**src/hdl/isc_consts.svh**
```systemverilog
// Offsets, field positions, reset values and cycle counts of the interrupt and stack control block
`ifndef ISC_CONSTS_SVH
`define ISC_CONSTS_SVH
`define ISC_NSRC             8
`define ISC_PC_W             13
`define ISC_IO_STATUS        6'h3F
`define ISC_IO_SP_HIGH       6'h3E
`define ISC_IO_SP_LOW        6'h3D
`define ISC_IO_GEN_INT_CTRL  6'h3B
`define ISC_IO_IRQ_ENABLE    6'h3A
`define ISC_IO_IRQ_FLAG      6'h38
`define ISC_GIE_BIT          7
`define ISC_VSEL_BIT         1
`define ISC_SP_RST           16'h0000
`define ISC_STATUS_RST       8'h00
`define ISC_FLAG_SRC_MASK    8'h7F
`define ISC_BOOT_START       13'h1800
`define ISC_VEC_STEP         13'h0002
`define ISC_ENTRY_LAST       3'h3
`define ISC_SLEEP_EXTRA      3'h4
`define ISC_RET_LAST         3'h3
`define ISC_POP_LAST         3'h2
`endif

```
**src/hdl/isc_pkg.sv**
```systemverilog
// Types shared by the interrupt and stack control block
`default_nettype none
package isc_pkg;
   typedef enum logic [2:0] {OP_NONE, OP_PUSH, OP_POP, OP_CALL, OP_RET, OP_INTERRUPT_RETURN, OP_SEI, OP_CLI} isc_op_t;
   typedef enum logic [2:0] {ST_IDLE, ST_ENTRY, ST_CALL, ST_POP, ST_RET} isc_state_t;
   typedef struct packed {
      logic       we;
      logic       re;
      logic [5:0] addr;
      logic [7:0] wdata;
   } isc_io_req_t;
   typedef struct packed {
      logic        valid;
      isc_op_t     code;
      logic [15:0] data;
   } isc_op_req_t;
   typedef struct packed {
      logic        we;
      logic        re;
      logic [15:0] addr;
      logic [7:0]  wdata;
   } isc_mem_req_t;
endpackage
`default_nettype wire

```
**src/hdl/isc_ctrl.sv**
```systemverilog
// Interrupt entry/return sequencing, priority, flags and stack pointer of the CPU core
`timescale 1ns/10ps
`default_nettype none
`include "isc_consts.svh"

module isc_ctrl
   import isc_pkg::*;
(
   input  wire logic                  mclk,
   input  wire logic                  reset,
   input  wire isc_io_req_t           io_req,
   output logic [7:0]                 io_rdata_r,
   input  wire isc_op_req_t           op_req,
   input  wire logic                  insn_done,
   input  wire logic                  sleeping,
   input  wire logic [`ISC_PC_W-1:0]  cur_pc,
   input  wire logic [`ISC_NSRC-1:0]  irq_pin,
   input  wire logic                  boot_reset_fuse,
   input  wire logic                  app_section_lock_bit,
   input  wire logic                  boot_section_lock_bit,
   output isc_mem_req_t               mem_r,
   input  wire logic [7:0]            mem_rdata,
   output logic                       pc_load_r,
   output logic [15:0]                pc_target_r,
   output logic [7:0]                 pop_data_r,
   output logic                       op_done_r,
   output logic                       busy_r,
   output logic [15:0]                reset_vector_r
);

   localparam int PW = `ISC_NSRC + 3;

   isc_state_t                state_r;
   logic [2:0]                cnt_r;
   logic [2:0]                last_r;
   logic [15:0]               stack_pointer_r;
   logic [`ISC_PC_W-1:0]      ret_pc_r;
   logic [`ISC_PC_W-1:0]      vec_r;
   logic                      is_interrupt_return_r;
   logic [7:0]                status_register_r;
   logic                      hold_r;
   logic                      vector_select_r;
   logic [`ISC_NSRC-1:0]      irq_enable_r;
   logic [`ISC_NSRC-1:0]      flag_r;
   logic [`ISC_NSRC-1:0]      src_prev_r;
   logic [PW-1:0]             pin_meta_r;
   logic [PW-1:0]             pin_sync_r;
   logic [`ISC_NSRC-1:0]      src_s;
   logic                      fuse_s;
   logic                      app_lock_s;
   logic                      boot_lock_s;
   logic [`ISC_NSRC-1:0]      req;
   logic [`ISC_NSRC-1:0]      pending;
   logic [`ISC_NSRC-1:0]      win_onehot;
   logic [2:0]                win;
   logic [`ISC_PC_W-1:0]      vec_base;
   logic [`ISC_PC_W-1:0]      vec_addr;
   logic                      in_boot;
   logic                      suppress;
   logic                      idle;
   logic                      op_acc;
   logic                      take;
   logic                      interrupt_return_fin;
   logic                      io_wr;

   // Two-flop synchroniser for all pins; only the second stage is used
   always_ff @(posedge mclk or posedge reset) begin
      if (reset) begin
         pin_meta_r <= '0;
         pin_sync_r <= '0;
      end else begin
         pin_meta_r <= {boot_section_lock_bit, app_section_lock_bit, boot_reset_fuse, irq_pin};
         pin_sync_r <= pin_meta_r;
      end
   end

   assign src_s       = pin_sync_r[`ISC_NSRC-1:0];
   assign fuse_s      = pin_sync_r[`ISC_NSRC];
   assign app_lock_s  = pin_sync_r[`ISC_NSRC+1];
   assign boot_lock_s = pin_sync_r[`ISC_NSRC+2];
   assign io_wr       = io_req.we;

   // Flag sources use the latch, flagless ones only their live condition
   assign req     = (flag_r & `ISC_FLAG_SRC_MASK) | (src_s & ~`ISC_FLAG_SRC_MASK);
   assign pending = req & irq_enable_r;

   // Lowest index wins, reset being above every source
   always_comb begin
      win = 3'h0;
      for (int i = `ISC_NSRC - 1; i >= 0; i--) begin
         if (pending[i]) begin
            win = 3'(i);
         end
      end
   end

   assign win_onehot = {{(`ISC_NSRC-1){1'b0}}, 1'b1} << win;
   assign vec_base   = vector_select_r ? `ISC_BOOT_START : '0;
   assign vec_addr   = 13'(vec_base + (13'(win) + 13'h0001) * `ISC_VEC_STEP);

   // Lock bits fence interrupts whose vectors lie in the other section
   assign in_boot  = cur_pc >= `ISC_BOOT_START;
   assign suppress = (app_lock_s & ~in_boot & vector_select_r) |
                     (boot_lock_s & in_boot & ~vector_select_r);

   assign idle   = state_r == ST_IDLE;
   assign op_acc = idle & op_req.valid;

   // Taken only at an instruction boundary, so multi-cycle work ends first; any
   // op in the same cycle, a clear-enable among them, wins over the request
   assign take = idle & insn_done & ~op_req.valid & ~hold_r & ~suppress &
                 status_register_r[`ISC_GIE_BIT] & (|pending);

   assign interrupt_return_fin = (state_r == ST_RET) & (cnt_r == `ISC_RET_LAST) & is_interrupt_return_r;

   // Sequencer and stack pointer; all logic sits directly on mclk, no divider
   always_ff @(posedge mclk or posedge reset) begin
      if (reset) begin
         state_r         <= ST_IDLE;
         cnt_r           <= 3'h0;
         last_r          <= 3'h0;
         stack_pointer_r <= `ISC_SP_RST;
         mem_r           <= '0;
         pc_load_r       <= 1'b0;
         pc_target_r     <= 16'h0000;
         pop_data_r      <= 8'h00;
         op_done_r       <= 1'b0;
         busy_r          <= 1'b0;
         ret_pc_r        <= '0;
         vec_r           <= '0;
         is_interrupt_return_r       <= 1'b0;
      end else begin
         mem_r.we  <= 1'b0;
         mem_r.re  <= 1'b0;
         pc_load_r <= 1'b0;
         op_done_r <= 1'b0;
         case (state_r)
            ST_IDLE: begin
               cnt_r <= 3'h1;
               if (take) begin
                  // Low byte first, at the current pointer
                  mem_r.we        <= 1'b1;
                  mem_r.addr      <= stack_pointer_r;
                  mem_r.wdata     <= cur_pc[7:0];
                  stack_pointer_r <= stack_pointer_r - 16'h0001;
                  ret_pc_r        <= cur_pc;
                  vec_r           <= vec_addr;
                  last_r          <= sleeping ? `ISC_ENTRY_LAST + `ISC_SLEEP_EXTRA : `ISC_ENTRY_LAST;
                  state_r         <= ST_ENTRY;
                  busy_r          <= 1'b1;
               end else if (op_req.valid) begin
                  case (op_req.code)
                     OP_PUSH: begin
                        mem_r.we        <= 1'b1;
                        mem_r.addr      <= stack_pointer_r;
                        mem_r.wdata     <= op_req.data[7:0];
                        stack_pointer_r <= stack_pointer_r - 16'h0001;
                        op_done_r       <= 1'b1;
                     end
                     OP_CALL: begin
                        mem_r.we        <= 1'b1;
                        mem_r.addr      <= stack_pointer_r;
                        mem_r.wdata     <= cur_pc[7:0];
                        stack_pointer_r <= stack_pointer_r - 16'h0001;
                        ret_pc_r        <= cur_pc;
                        vec_r           <= op_req.data[`ISC_PC_W-1:0];
                        state_r         <= ST_CALL;
                        busy_r          <= 1'b1;
                     end
                     OP_POP, OP_RET, OP_INTERRUPT_RETURN: begin
                        mem_r.re        <= 1'b1;
                        mem_r.addr      <= stack_pointer_r + 16'h0001;
                        stack_pointer_r <= stack_pointer_r + 16'h0001;
                        is_interrupt_return_r       <= op_req.code == OP_INTERRUPT_RETURN;
                        state_r         <= (op_req.code == OP_POP) ? ST_POP : ST_RET;
                        busy_r          <= 1'b1;
                     end
                     default: begin
                        op_done_r <= 1'b1;
                     end
                  endcase
               end else if (io_wr && io_req.addr == `ISC_IO_SP_HIGH) begin
                  stack_pointer_r[15:8] <= io_req.wdata;
               end else if (io_wr && io_req.addr == `ISC_IO_SP_LOW) begin
                  stack_pointer_r[7:0] <= io_req.wdata;
               end
            end
            ST_ENTRY: begin
               // High byte goes out with bits 15:13 forced low
               if (cnt_r == 3'h1) begin
                  mem_r.we        <= 1'b1;
                  mem_r.addr      <= stack_pointer_r;
                  mem_r.wdata     <= {3'b000, ret_pc_r[12:8]};
                  stack_pointer_r <= stack_pointer_r - 16'h0001;
               end
               if (cnt_r == last_r) begin
                  pc_load_r   <= 1'b1;
                  pc_target_r <= {3'b000, vec_r};
                  state_r     <= ST_IDLE;
                  busy_r      <= 1'b0;
               end
               cnt_r <= cnt_r + 3'h1;
            end
            ST_CALL: begin
               mem_r.we        <= 1'b1;
               mem_r.addr      <= stack_pointer_r;
               mem_r.wdata     <= {3'b000, ret_pc_r[12:8]};
               stack_pointer_r <= stack_pointer_r - 16'h0001;
               pc_load_r       <= 1'b1;
               pc_target_r     <= {3'b000, vec_r};
               op_done_r       <= 1'b1;
               state_r         <= ST_IDLE;
               busy_r          <= 1'b0;
            end
            ST_POP: begin
               // Memory answers one cycle after the read strobe is seen
               if (cnt_r == `ISC_POP_LAST) begin
                  pop_data_r <= mem_rdata;
                  op_done_r  <= 1'b1;
                  state_r    <= ST_IDLE;
                  busy_r     <= 1'b0;
               end
               cnt_r <= cnt_r + 3'h1;
            end
            ST_RET: begin
               if (cnt_r == 3'h1) begin
                  mem_r.re        <= 1'b1;
                  mem_r.addr      <= stack_pointer_r + 16'h0001;
                  stack_pointer_r <= stack_pointer_r + 16'h0001;
               end
               if (cnt_r == 3'h2) begin
                  ret_pc_r[12:8] <= mem_rdata[4:0];
               end
               if (cnt_r == `ISC_RET_LAST) begin
                  pc_load_r   <= 1'b1;
                  pc_target_r <= {3'b000, ret_pc_r[12:8], mem_rdata};
                  op_done_r   <= 1'b1;
                  state_r     <= ST_IDLE;
                  busy_r      <= 1'b0;
               end
               cnt_r <= cnt_r + 3'h1;
            end
            default: begin
               state_r <= ST_IDLE;
               busy_r  <= 1'b0;
            end
         endcase
      end
   end

   // Only the enable bit is touched by entry and return; the rest is software's
   always_ff @(posedge mclk or posedge reset) begin
      if (reset) begin
         status_register_r <= `ISC_STATUS_RST;
      end else if (take) begin
         status_register_r[`ISC_GIE_BIT] <= 1'b0;
      end else if (interrupt_return_fin) begin
         status_register_r[`ISC_GIE_BIT] <= 1'b1;
      end else if (op_acc && op_req.code == OP_SEI) begin
         status_register_r[`ISC_GIE_BIT] <= 1'b1;
      end else if (op_acc && op_req.code == OP_CLI) begin
         status_register_r[`ISC_GIE_BIT] <= 1'b0;
      end else if (io_wr && io_req.addr == `ISC_IO_STATUS) begin
         status_register_r <= io_req.wdata;
      end
   end

   // One instruction must complete after a return or an enable before the next take
   always_ff @(posedge mclk or posedge reset) begin
      if (reset) begin
         hold_r <= 1'b0;
      end else if (interrupt_return_fin || (op_acc && op_req.code == OP_SEI)) begin
         hold_r <= 1'b1;
      end else if (insn_done) begin
         hold_r <= 1'b0;
      end
   end

   // Flags: a new edge wins over a same-cycle clear by write or by vectoring
   always_ff @(posedge mclk or posedge reset) begin
      if (reset) begin
         flag_r     <= '0;
         src_prev_r <= '0;
      end else begin
         src_prev_r <= src_s;
         flag_r     <= (flag_r & ~((io_wr && io_req.addr == `ISC_IO_IRQ_FLAG ? io_req.wdata : 8'h00) |
                                   (take ? win_onehot & `ISC_FLAG_SRC_MASK : 8'h00))) |
                       (src_s & ~src_prev_r & `ISC_FLAG_SRC_MASK);
      end
   end

   // Software control registers
   always_ff @(posedge mclk or posedge reset) begin
      if (reset) begin
         irq_enable_r    <= '0;
         vector_select_r <= 1'b0;
      end else if (io_wr && io_req.addr == `ISC_IO_IRQ_ENABLE) begin
         irq_enable_r <= io_req.wdata;
      end else if (io_wr && io_req.addr == `ISC_IO_GEN_INT_CTRL) begin
         vector_select_r <= io_req.wdata[`ISC_VSEL_BIT];
      end
   end

   // Reset vector follows the synchronised fuse
   always_ff @(posedge mclk or posedge reset) begin
      if (reset) begin
         reset_vector_r <= 16'h0000;
      end else begin
         reset_vector_r <= fuse_s ? {3'b000, `ISC_BOOT_START} : 16'h0000;
      end
   end

   // Register reads answer one cycle after the strobe; unmapped reads give zero
   always_ff @(posedge mclk or posedge reset) begin
      if (reset) begin
         io_rdata_r <= 8'h00;
      end else if (io_req.re) begin
         case (io_req.addr)
            `ISC_IO_STATUS:       io_rdata_r <= status_register_r;
            `ISC_IO_SP_HIGH:      io_rdata_r <= stack_pointer_r[15:8];
            `ISC_IO_SP_LOW:       io_rdata_r <= stack_pointer_r[7:0];
            `ISC_IO_GEN_INT_CTRL: io_rdata_r <= 8'(vector_select_r) << `ISC_VSEL_BIT;
            `ISC_IO_IRQ_ENABLE:   io_rdata_r <= irq_enable_r;
            `ISC_IO_IRQ_FLAG:     io_rdata_r <= flag_r;
            default:              io_rdata_r <= 8'h00;
         endcase
      end
   end
endmodule
`default_nettype wire

```
**config.mk**
```make
export PLATFORM = sky130hd
export DESIGN_NAME = isc_ctrl
export DESIGN_NICKNAME = d
export VERILOG_FILES = /design/src/hdl/isc_pkg.sv /design/src/hdl/isc_ctrl.sv
export VERILOG_INCLUDE_DIRS = /design/src /design/src/hdl
export SDC_FILE = /design/constraint.sdc
export NUM_CORES = 1
export LEC_CHECK = 0
export BUFFER_PORTS_ARGS = -buffer_cell sky130_fd_sc_hd__buf_4
export CAP_MARGIN = 15
export CORE_UTILIZATION = 45
export DETAILED_ROUTE_END_ITERATION = 12
export GPL_TIMING_DRIVEN = 1
export PLACE_DENSITY_LB_ADDON = 0.2
export SLEW_MARGIN = 20
export SYNTH_ARGS = -nofsm -noshare
export SYNTH_HDL_FRONTEND = slang
export SYNTH_SLANG_ARGS = --single-unit
```
**constraint.sdc**
```tcl
create_clock -name mclk -period 4.8 [get_ports mclk]
set_input_delay 0.48 -clock mclk [delete_from_list [all_inputs] [get_ports mclk]]
set_output_delay 0.48 -clock mclk [all_outputs]
set_load 0.005 [all_outputs]
```
## Word level (Yosys, flattened, before mapping)

Cells that the tools add are included.
W data, S select, Z words.

| storage, ports and cells | value |
|---|---|
| output and inout port bits | 77 |
| register bits | 173 |

| operators by class | value |
|---|---|
| add/sub/neg operators | 5 |
| bitwise operators | 32 |
| multiplexer cells | 80 |
| shifts and indexed selects | 1 |
| reduce and logical (&&, ||, !) cells | 38 |
| order comparisons | 1 |
| eq/ne operators | 37 |

Operators with widths:

| cell | count |
|---|---|
| $pmux W16 S4 | 2 |
| $mux W13 | 8 |
| $mux W16 | 6 |
| $pmux W16 S2 | 2 |
| $mux W24 | 2 |
| $pmux W16 S3 | 1 |
| $pmux W8 S6 | 1 |
| $mux W3 | 15 |
| $mux W8 | 5 |
| $eq A6 B6 Y1 const B | 6 |
| $mux W26 | 1 |
| $reduce_and A5 Y1 | 5 |
| $pmux W8 S3 | 1 |
| $mux W1 | 23 |
| $eq A3 B2 Y1 const B | 6 |
| $mux W17 | 1 |
| $add A16 B1 Y16 const B | 1 |
| $and A8 B8 Y8 | 2 |
| $or A8 B7 Y8 | 2 |
| $pmux W8 S2 | 1 |
| $sub A16 B1 Y16 const B | 1 |
| $eq A3 B3 Y1 const B | 5 |
| $add A13 B5 Y13 | 1 |
| $and A1 B1 Y1 | 13 |
| 43 further kinds | 83 |

## Longest topological paths before layout

Gate-level depths: netlist of the first run.

| depth | value |
|---|---|
| depth in word-level cells | 16 |
| depth in mapped cells | 10 |
| gate-level depth less buffers | 10 |

## Worst setup path after synthesis of the first run

Ideal clock, no wire load.

| timing | value |
|---|---|
| path type | input to register |
| start point | in op_req[19] (netlist name) |
| end point | reg stack_pointer_r[9] |
| data arrival time | 2.127 ns |
| buffers on the path | 2 |
| cell stages on the path | 8 |
| path slack | 2.547 ns |
| data required time | 4.674 ns |
| library setup time | 0.126 ns |
| cells stage by stage | buf_2 or4b_4 buf_6 nor4_4 o21bai_4 a21oi_4 o2111a_1 a221o_1 |

| between the ends | value |
|---|---|
| word-level cells in the longest chain between the ends | 8 |
| elaborated cells between the ends (all ways) | 12 |
| classes of those cells | eq/ne: 2; mux: 3; bitwise: 6; reduce/logical: 1 |

RTL lines:

| element | RTL line | RTL |
|---|---|---|
| start, declared | isc_ctrl.sv:13 | `input wire isc_op_req_t op_req,` |
| $not A1 Y1 | isc_ctrl.sv:111 | `assign take = idle & insn_done & ~op_req.valid & ~hold_r & ~suppress &` |
| $and A1 B1 Y1 (5 in series) | isc_ctrl.sv:111 |  |
| $ne A5 B3 Y1 (no line), or another cell as far along | n/a |  |
| $reduce_and A5 Y1 (no line) or $pmux W16 S4 (tied branches) | n/a |  |
| end signal, assigned | isc_ctrl.sv:122 | `` stack_pointer_r <= `ISC_SP_RST; `` |
| end signal, assigned | isc_ctrl.sv:145 | `stack_pointer_r <= stack_pointer_r - 16'h0001;` |
| end signal, assigned | isc_ctrl.sv:157 | `stack_pointer_r <= stack_pointer_r - 16'h0001;` |
| end, declared | isc_ctrl.sv:36 | `logic [15:0] stack_pointer_r;` |

Several ways; a longest one is shown, not always the timed one.
A chain may end at the register's enable or synchronous reset.

## Worst setup path in the final report of the first run

| timing | value |
|---|---|
| start point | reg state_r[0] |
| end point | reg mem_r[4] (netlist name) |

| between the ends | value |
|---|---|
| word-level cells in the longest chain between the ends | 9 |
| elaborated cells between the ends (all ways) | 16 |
| classes of those cells | eq/ne: 5; mux: 2; bitwise: 6; reduce/logical: 3 |

RTL lines:

| element | RTL line | RTL |
|---|---|---|
| start, declared | isc_ctrl.sv:33 | `isc_state_t state_r;` |
| start signal, assigned | isc_ctrl.sv:175 | `state_r <= (op_req.code == OP_POP) ? ST_POP : ST_RET;` |
| $logic_not A3 Y1 | isc_ctrl.sv:106, isc_ctrl.sv:137 |  |
| $and A1 B1 Y1 (6 in series) | isc_ctrl.sv:111 |  |
| $ne A4 B1 Y1 (no line), or another cell as far along | n/a |  |
| $reduce_and A4 Y1 (no line) or $pmux W8 S3 (tied branches) | n/a |  |
| end, declared | isc_ctrl.sv:21 | `output isc_mem_req_t mem_r,` |

Several ways; a longest one is shown, not always the timed one.

==> run_results.csv, run 1 <==
group,metric,value,unit
yosys,synth_simple_gate_area_share,17.2,%
grt,grt-ovfl-total,0,
routing,drcViolationCount,0,
power,p_total,6.36,mW
yosys,syn_inst,998,
setup_path,arrival,3660,ps
yosys,synth_area,0.00914,mm²
cells_and_area,antenna_cells,0,
cts,clockRootBuffer,"clkbuf_16",
yosys,synth_compound_area_share,22.0,%
yosys,synth_common_cells,"157 x dfrtp_1, 114 x nand2_1, 75 x nor2_1",
sta,min_period_over_period,69.1,%
yosys,synth_mux_area_share,6.91,%
grt,grt.total_usage,26.3,%
yosys,synthAdderAreaFrac,1.61,%
yosys,yosys.cell_types.count,81,
setup_path,end_kind,"register",
routing,first_iter_violations,748,
yosys,synth-xor-area-share,2.59,%
cts,clk_pin_slew_worst_paths,70,ps
routing,drt_wl_total,26600,µm
power,vdd_drop_max,0.312,mV
setup_path,start_kind,"register",
cts,hold_buffers,0,
yosys,async_flop_share,100,%
sta,fin_crit,3310,ps
sta,slew_headroom,31.5,%
run,cap_violations,0,
routing,first_pass_iters,6,
sta,skew,11.8,ps
yosys,synth-main-ff-cell,"dfrtp_1",
cells_and_area,drive_gt1_share,20.8,%
cts,cts_buffer_depth,2,
yosys,synthTopCellsByArea,"dfrtp_1 43%, nand2_1 4.7%, mux2_2 4.1%",
power,powerDensity,591,mW/mm²
sta,worst_slack,1490,ps
cts,clock-sinks,157,
routing,ant_nets,0,
power,p_leak,4.62,nW
cts,cts_buffers,17,
floorplan,die_height,145,µm
sta,finalHoldViolCount,0,
yosys,ys_warn_count,0,
cts,ctsResizeCount,0,
status,status,"finished clean",
floorplan,die_w,145,µm
setup_path,crit_type,"reg -> reg",
place,io_buffer_count,128,
floorplan,dieArea,0.0209,mm²
cts,clk_latency,430,ps
yosys,syn_area_per_cell,9.16,µm²
yosys,synth_seq_area_share,43.0,%
routing,wire_per_inst,19.6,µm
yosys,synth_top_area_share,43.0,%
floorplan,io_pins,149,
cts,htree_levels,4,
yosys,synth_top_family_by_area,"compound AO/OA/AOI/OAI gates",
cts,postCtsSetupBuffers,0,
grt,grt_pass1_vias,7674,
routing,dr_total_vias,8103,
grt,grt_start_max_net_pins,91,
worst_hold_path,min_path_type,"in -> async",
yosys,synth-edff-count,0,
setup_path,critPathMaxFanout,22,
cts,tritoncts,"built",
sta,max_freq,302,MHz
grt,grt_antenna_before_repair,0,
floorplan,fp-row-count,51,
yosys,ys_seq_elements,157,
sta,rsz0062_at_grt,"false",
place,pre_cts_slack,1460,ps
cells_and_area,nNetsFinal,1160,
sta,maxSlewViolCount,0,
sta,setup_viol,0,
floorplan,core_area,0.0197,mm²
setup_path,required,5150,ps
routing,avgViaCountPerCell,5.98,
floorplan,initial_core_util,46.4,%
cells_and_area,area_growth,17.8,%
sta,setup-tns-final,0,ps
grt,grt_pass1_wl,41700,µm
place,place.detailed.hpwl,18200,µm
sta,tightest_slew,1020,ps
place,gp_congestion,0.867,
yosys,yosysMostFrequentCell,"dfrtp_1",
yosys,synth_top_area_cell,"dfrtp_1",
report_power, final:
| part | total, mW | internal [mW] | switching [mW] |
|---|---|---|---|
| clock | 1.48 | 0.856 | 0.621 |
| combinational | 2.62 | 1.16 | 1.46 |
| sequential | 2.26 | 1.71 | 0.558 |
critical path, cell delays in order (launching register included):
cell	delay, ps
dfrtp_1	630
nor4_4	490
nand4_1	260
nor3_4	790
buf_4	360
buf_4	250
a221o_1	170
o21ai_0	80
o21ai_0	180
layout make-up:
type / count / area [µm²]
clock buffers: 18 / 439
clock inverters: 14 / 193
fillers: 1791 / 8940
inverters: 32 / 125
multi-input cells: 730 / 4700
flip-flops and latches: 157 / 3930
well taps: 265 / 332
repair buffers: 139 / 1060
placed cells by master, fill, tap and decap left out, types with 10 or more instances in the layout:
| cell | synthesis | layout |
|---|---|---|
| nor2_1 | 75 | 74 |
| o21ai_0 | 71 | 70 |
| nand2_1 | 114 | 114 |
| and3_1 | 12 | 12 |
| dfrtp_1 | 157 | 157 |
| or3_1 | 12 | 12 |
| ha_1 | 11 | 11 |
| a21oi_1 | 64 | 62 |
| nand3_1 | 19 | 19 |
| o211ai_1 | 12 | 12 |
| xnor2_1 | 21 | 21 |
| nand4_1 | 11 | 11 |
| a22oi_1 | 10 | 10 |
| o22ai_1 | 12 | 12 |
| a31oi_1 | 24 | 24 |
| nor3_1 | 19 | 19 |
| inv_1 | 32 | 31 |
| mux2_2 | 33 | 33 |
| a221o_1 | 15 | 15 |
| conb_1 | 1 | 17 |
| mux2i_1 | 26 | 26 |
| buf_4 | 20 | 138 |
| clkbuf_16 | 0 | 17 |
| nor2b_1 | 12 | 12 |
final timing paths:
check	from	end	slack (ps)	depth (start not counted)
max in group asynchronous	reset	stack_pointer_r[12]	3760	3
min in group mclk	irq_pin[6]	pin_meta_r[6]	150	1
min	reset	pop_data_r[7]	120	2
min reg2reg	pin_meta_r[4]	pin_sync_r[4]	350	0
max	state_r[0]	mem_r[4]	1490	8
max reg2reg	state_r[0]	mem_r[4]	1490	8
layer usage:
layer | GRT usage, % | vias to the layer above | wire (µm)
li1 | - | 3788 | -
met1 | 36.8 | 3911 | 11800
met2 | 40.5 | 353 | 12300
met3 | 5.36 | 51 | 1950
met4 | 8.64 | 0 | 519
met5 | 0 | - | 0
kinds of logic (layout without fill, tap and decap cells):
group | count (synthesis) | after routing
buffers and inverters | 127 | 203
muxes | 59 | 59
and+or+nand+nor | 318 | 318
DFF | 157 | 157
AOI/OAI and AO/OA | 297 | 297
adders and majority gates | 12 | 12
other | 1 | 17
xor gates and xnor gates | 27 | 27
flip-flops by register name, indices dropped and copies added (netlist names), 7 cells and up:
signal             flops
pin_meta_r            11
flag_r                 8
io_rdata_r             8
irq_enable_r           8
pin_sync_r            11
pc_target_r           13
stack_pointer_r       16
mem_r                 26
pop_data_r             8
vec_r                 13
src_prev_r             7
status_register_r      8
stage by stage:
step | utilization (%) | hold slack [ps] | instance area (µm²) | std cells
after floorplan | - | 331 | 9200 | 1014
after global placement | 51.4 | 332 | 10100 | 1323
after detailed placement | 51.4 | 335 | 10100 | 1323
after CTS | 54.6 | 137 | 10800 | 1355
after global routing | 54.6 | 134 | 10800 | 1355
final | 54.6 | 123 | 10800 | 1355
Note: power is estimated with default switching activity, not from simulation.
==> inputs of run 2 (changes only) <==
Clock period 4.8 ns to 2.74 ns, I/O delays scaled along.
==> run 2 against run 1 <==
Compared with the run above: first-iteration DRC count up 1.2%; sequential power up 66%; routed wire length up 2.5%; largest cell class unchanged; sequential share of layout area down 1.7 points; combinational power up 97%; cell area up 4.8%; die area unchanged; critical path depth down 2; clock power up 64%.
==> run_results.csv, run 2 (synthesis gave the netlist of run 1 again) <==
group,metric,value,unit
status,status,"finished clean",
grt,grt_pass1_vias,8002,
cts,cts_buffer_depth,2,
setup_path,start_kind,"register",
cells_and_area,top_regs,"mem_r: 26 flops, stack_pointer_r: 16 flops",
run,cap_violations,0,
cells_and_area,fin_area,0.0113,mm²
sta,tightest_slew,785,ps
sta,setup_viol,0,
setup_path,end_kind,"register",
worst_hold_path,min_path_type,"in -> reg",
cells_and_area,drive_gt1_share,24.0,%
routing,avgViaCountPerCell,5.91,
sta,max_freq,402,MHz
cells_and_area,final_cell_mix,"185 x buf_4, 157 x dfrtp_1, 114 x nand2_1",
cells_and_area,largest_reg_flops,26,
sta,slew_headroom,47.6,%
cells_and_area,antenna_cells,0,
cells_and_area,layout_commonest_cell,"buf_4",
sta,setup-tns-final,0,ps
place,place.detailed.hpwl,19900,µm
sta,skew,11.3,ps
cts,cts_buffers,17,
grt,grt.total_usage,27.7,%
setup_path,required,3090,ps
grt,grt_pass1_wl,43800,µm
power,vdd_drop_max,0.606,mV
cts,clk_latency,430,ps
grt,grt_antenna_before_repair,0,
routing,dr_total_vias,8372,
routing,wire_per_inst,19.2,µm
sta,maxSlewViolCount,0,
grt,grt_start_max_net_pins,47,
routing,ant_nets,0,
cells_and_area,area_growth,23.5,%
sta,min_period_over_period,90.7,%
place,pre_cts_slack,204,ps
sta,rsz0062_at_grt,"false",
cts,clock-sinks,157,
floorplan,die_height,145,µm
cells_and_area,regMostFlops,"mem_r",
cells_and_area,nNetsFinal,1223,
cts,clk_pin_slew_worst_paths,70,ps
setup_path,arrival,2840,ps
grt,grt-ovfl-total,0,
floorplan,core_area,0.0197,mm²
floorplan,die_w,145,µm
sta,worst_slack,254,ps
cts,htree_levels,4,
power,p_leak,4.93,nW
worst_hold_path,hold_path_depth,2,
floorplan,initial_core_util,46.4,%
routing,drt_wl_total,27200,µm
cts,clockRootBuffer,"clkbuf_16",
place,placed_area,0.0106,mm²
cts,tritoncts,"built",
setup_path,r2r_cells,6,
place,io_buffer_count,128,
power,powerDensity,1010,mW/mm²
routing,first_iter_violations,757,
setup_path,critPathMaxFanout,13,
floorplan,io_pins,149,
sta,fin_crit,2490,ps
place,gp_congestion,0.911,
routing,first_pass_iters,7,
sta,finalHoldViolCount,0,
floorplan,dieArea,0.0209,mm²
setup_path,crit_type,"reg -> reg",
floorplan,fp-row-count,51,
routing,drcViolationCount,0,
run 2: final cells by class:
cell class              count  area (µm²)
inverters                  32         124
clock inverters            14         171
fillers                  1779        8430
flip-flops and latches    157        3930
well taps                 265         332
multi-input cells         730        4700
repair buffers            202        1610
clock buffers              17         425
run 2: repair_timing:
item,CTS,global route
hold endpoints to repair,29,0
endpoints found under the setup margin,0,3
gates resized for setup,0,1
hold buffers,12,0
setup buffers,0,0
run 2: power by group:
group          internal (mW)  switching (mW)  leakage [nW]
logic                   2.34            2.83          2.69
registers               3.00           0.768          1.94
clock network           1.38            1.05         0.297
run 2: routing by layer:
metal  GRT usage (%)  vias up  share of wire [%]
met4            9.42        0                2.3
met1            38.7     4057                 44
met5               0        -                  0
met2            42.9      358                 46
met3            5.13       49                7.0
li1                -     3908                  -
run 2: stage by stage:
step	hold slack [ps]	utilization (%)	instances	power (mW)
2_1_floorplan	305	-	1014	7.03
3_3_place_gp	331	53.6	1374	8.79
3_5_place_dp	335	53.6	1374	8.88
4_1_cts	22.4	57.2	1417	11.4
5_1_grt	37.8	57.2	1417	12.2
6_report	30.8	57.2	1417	11.4
run 2: worst paths after layout:
check	from	end	slack, ps
max reg2reg	stack_pointer_r[5]	stack_pointer_r[13]	250
min	insn_done	hold_r	30
min in group asynchronous	reset	pin_meta_r[3]	540
min reg2reg	pin_meta_r[8]	pin_sync_r[8]	350
max in group asynchronous	reset	is_interrupt_return_r	1500
max	stack_pointer_r[5]	stack_pointer_r[13]	250
run 2: worst max-delay path, cell delays in order, from the launching register on:
cell,delay [ps]
dfrtp_1,710
nand4_2,350
nor4_1,730
xnor2_1,210
a21oi_1,180
nor2_1,60
o22ai_1,160
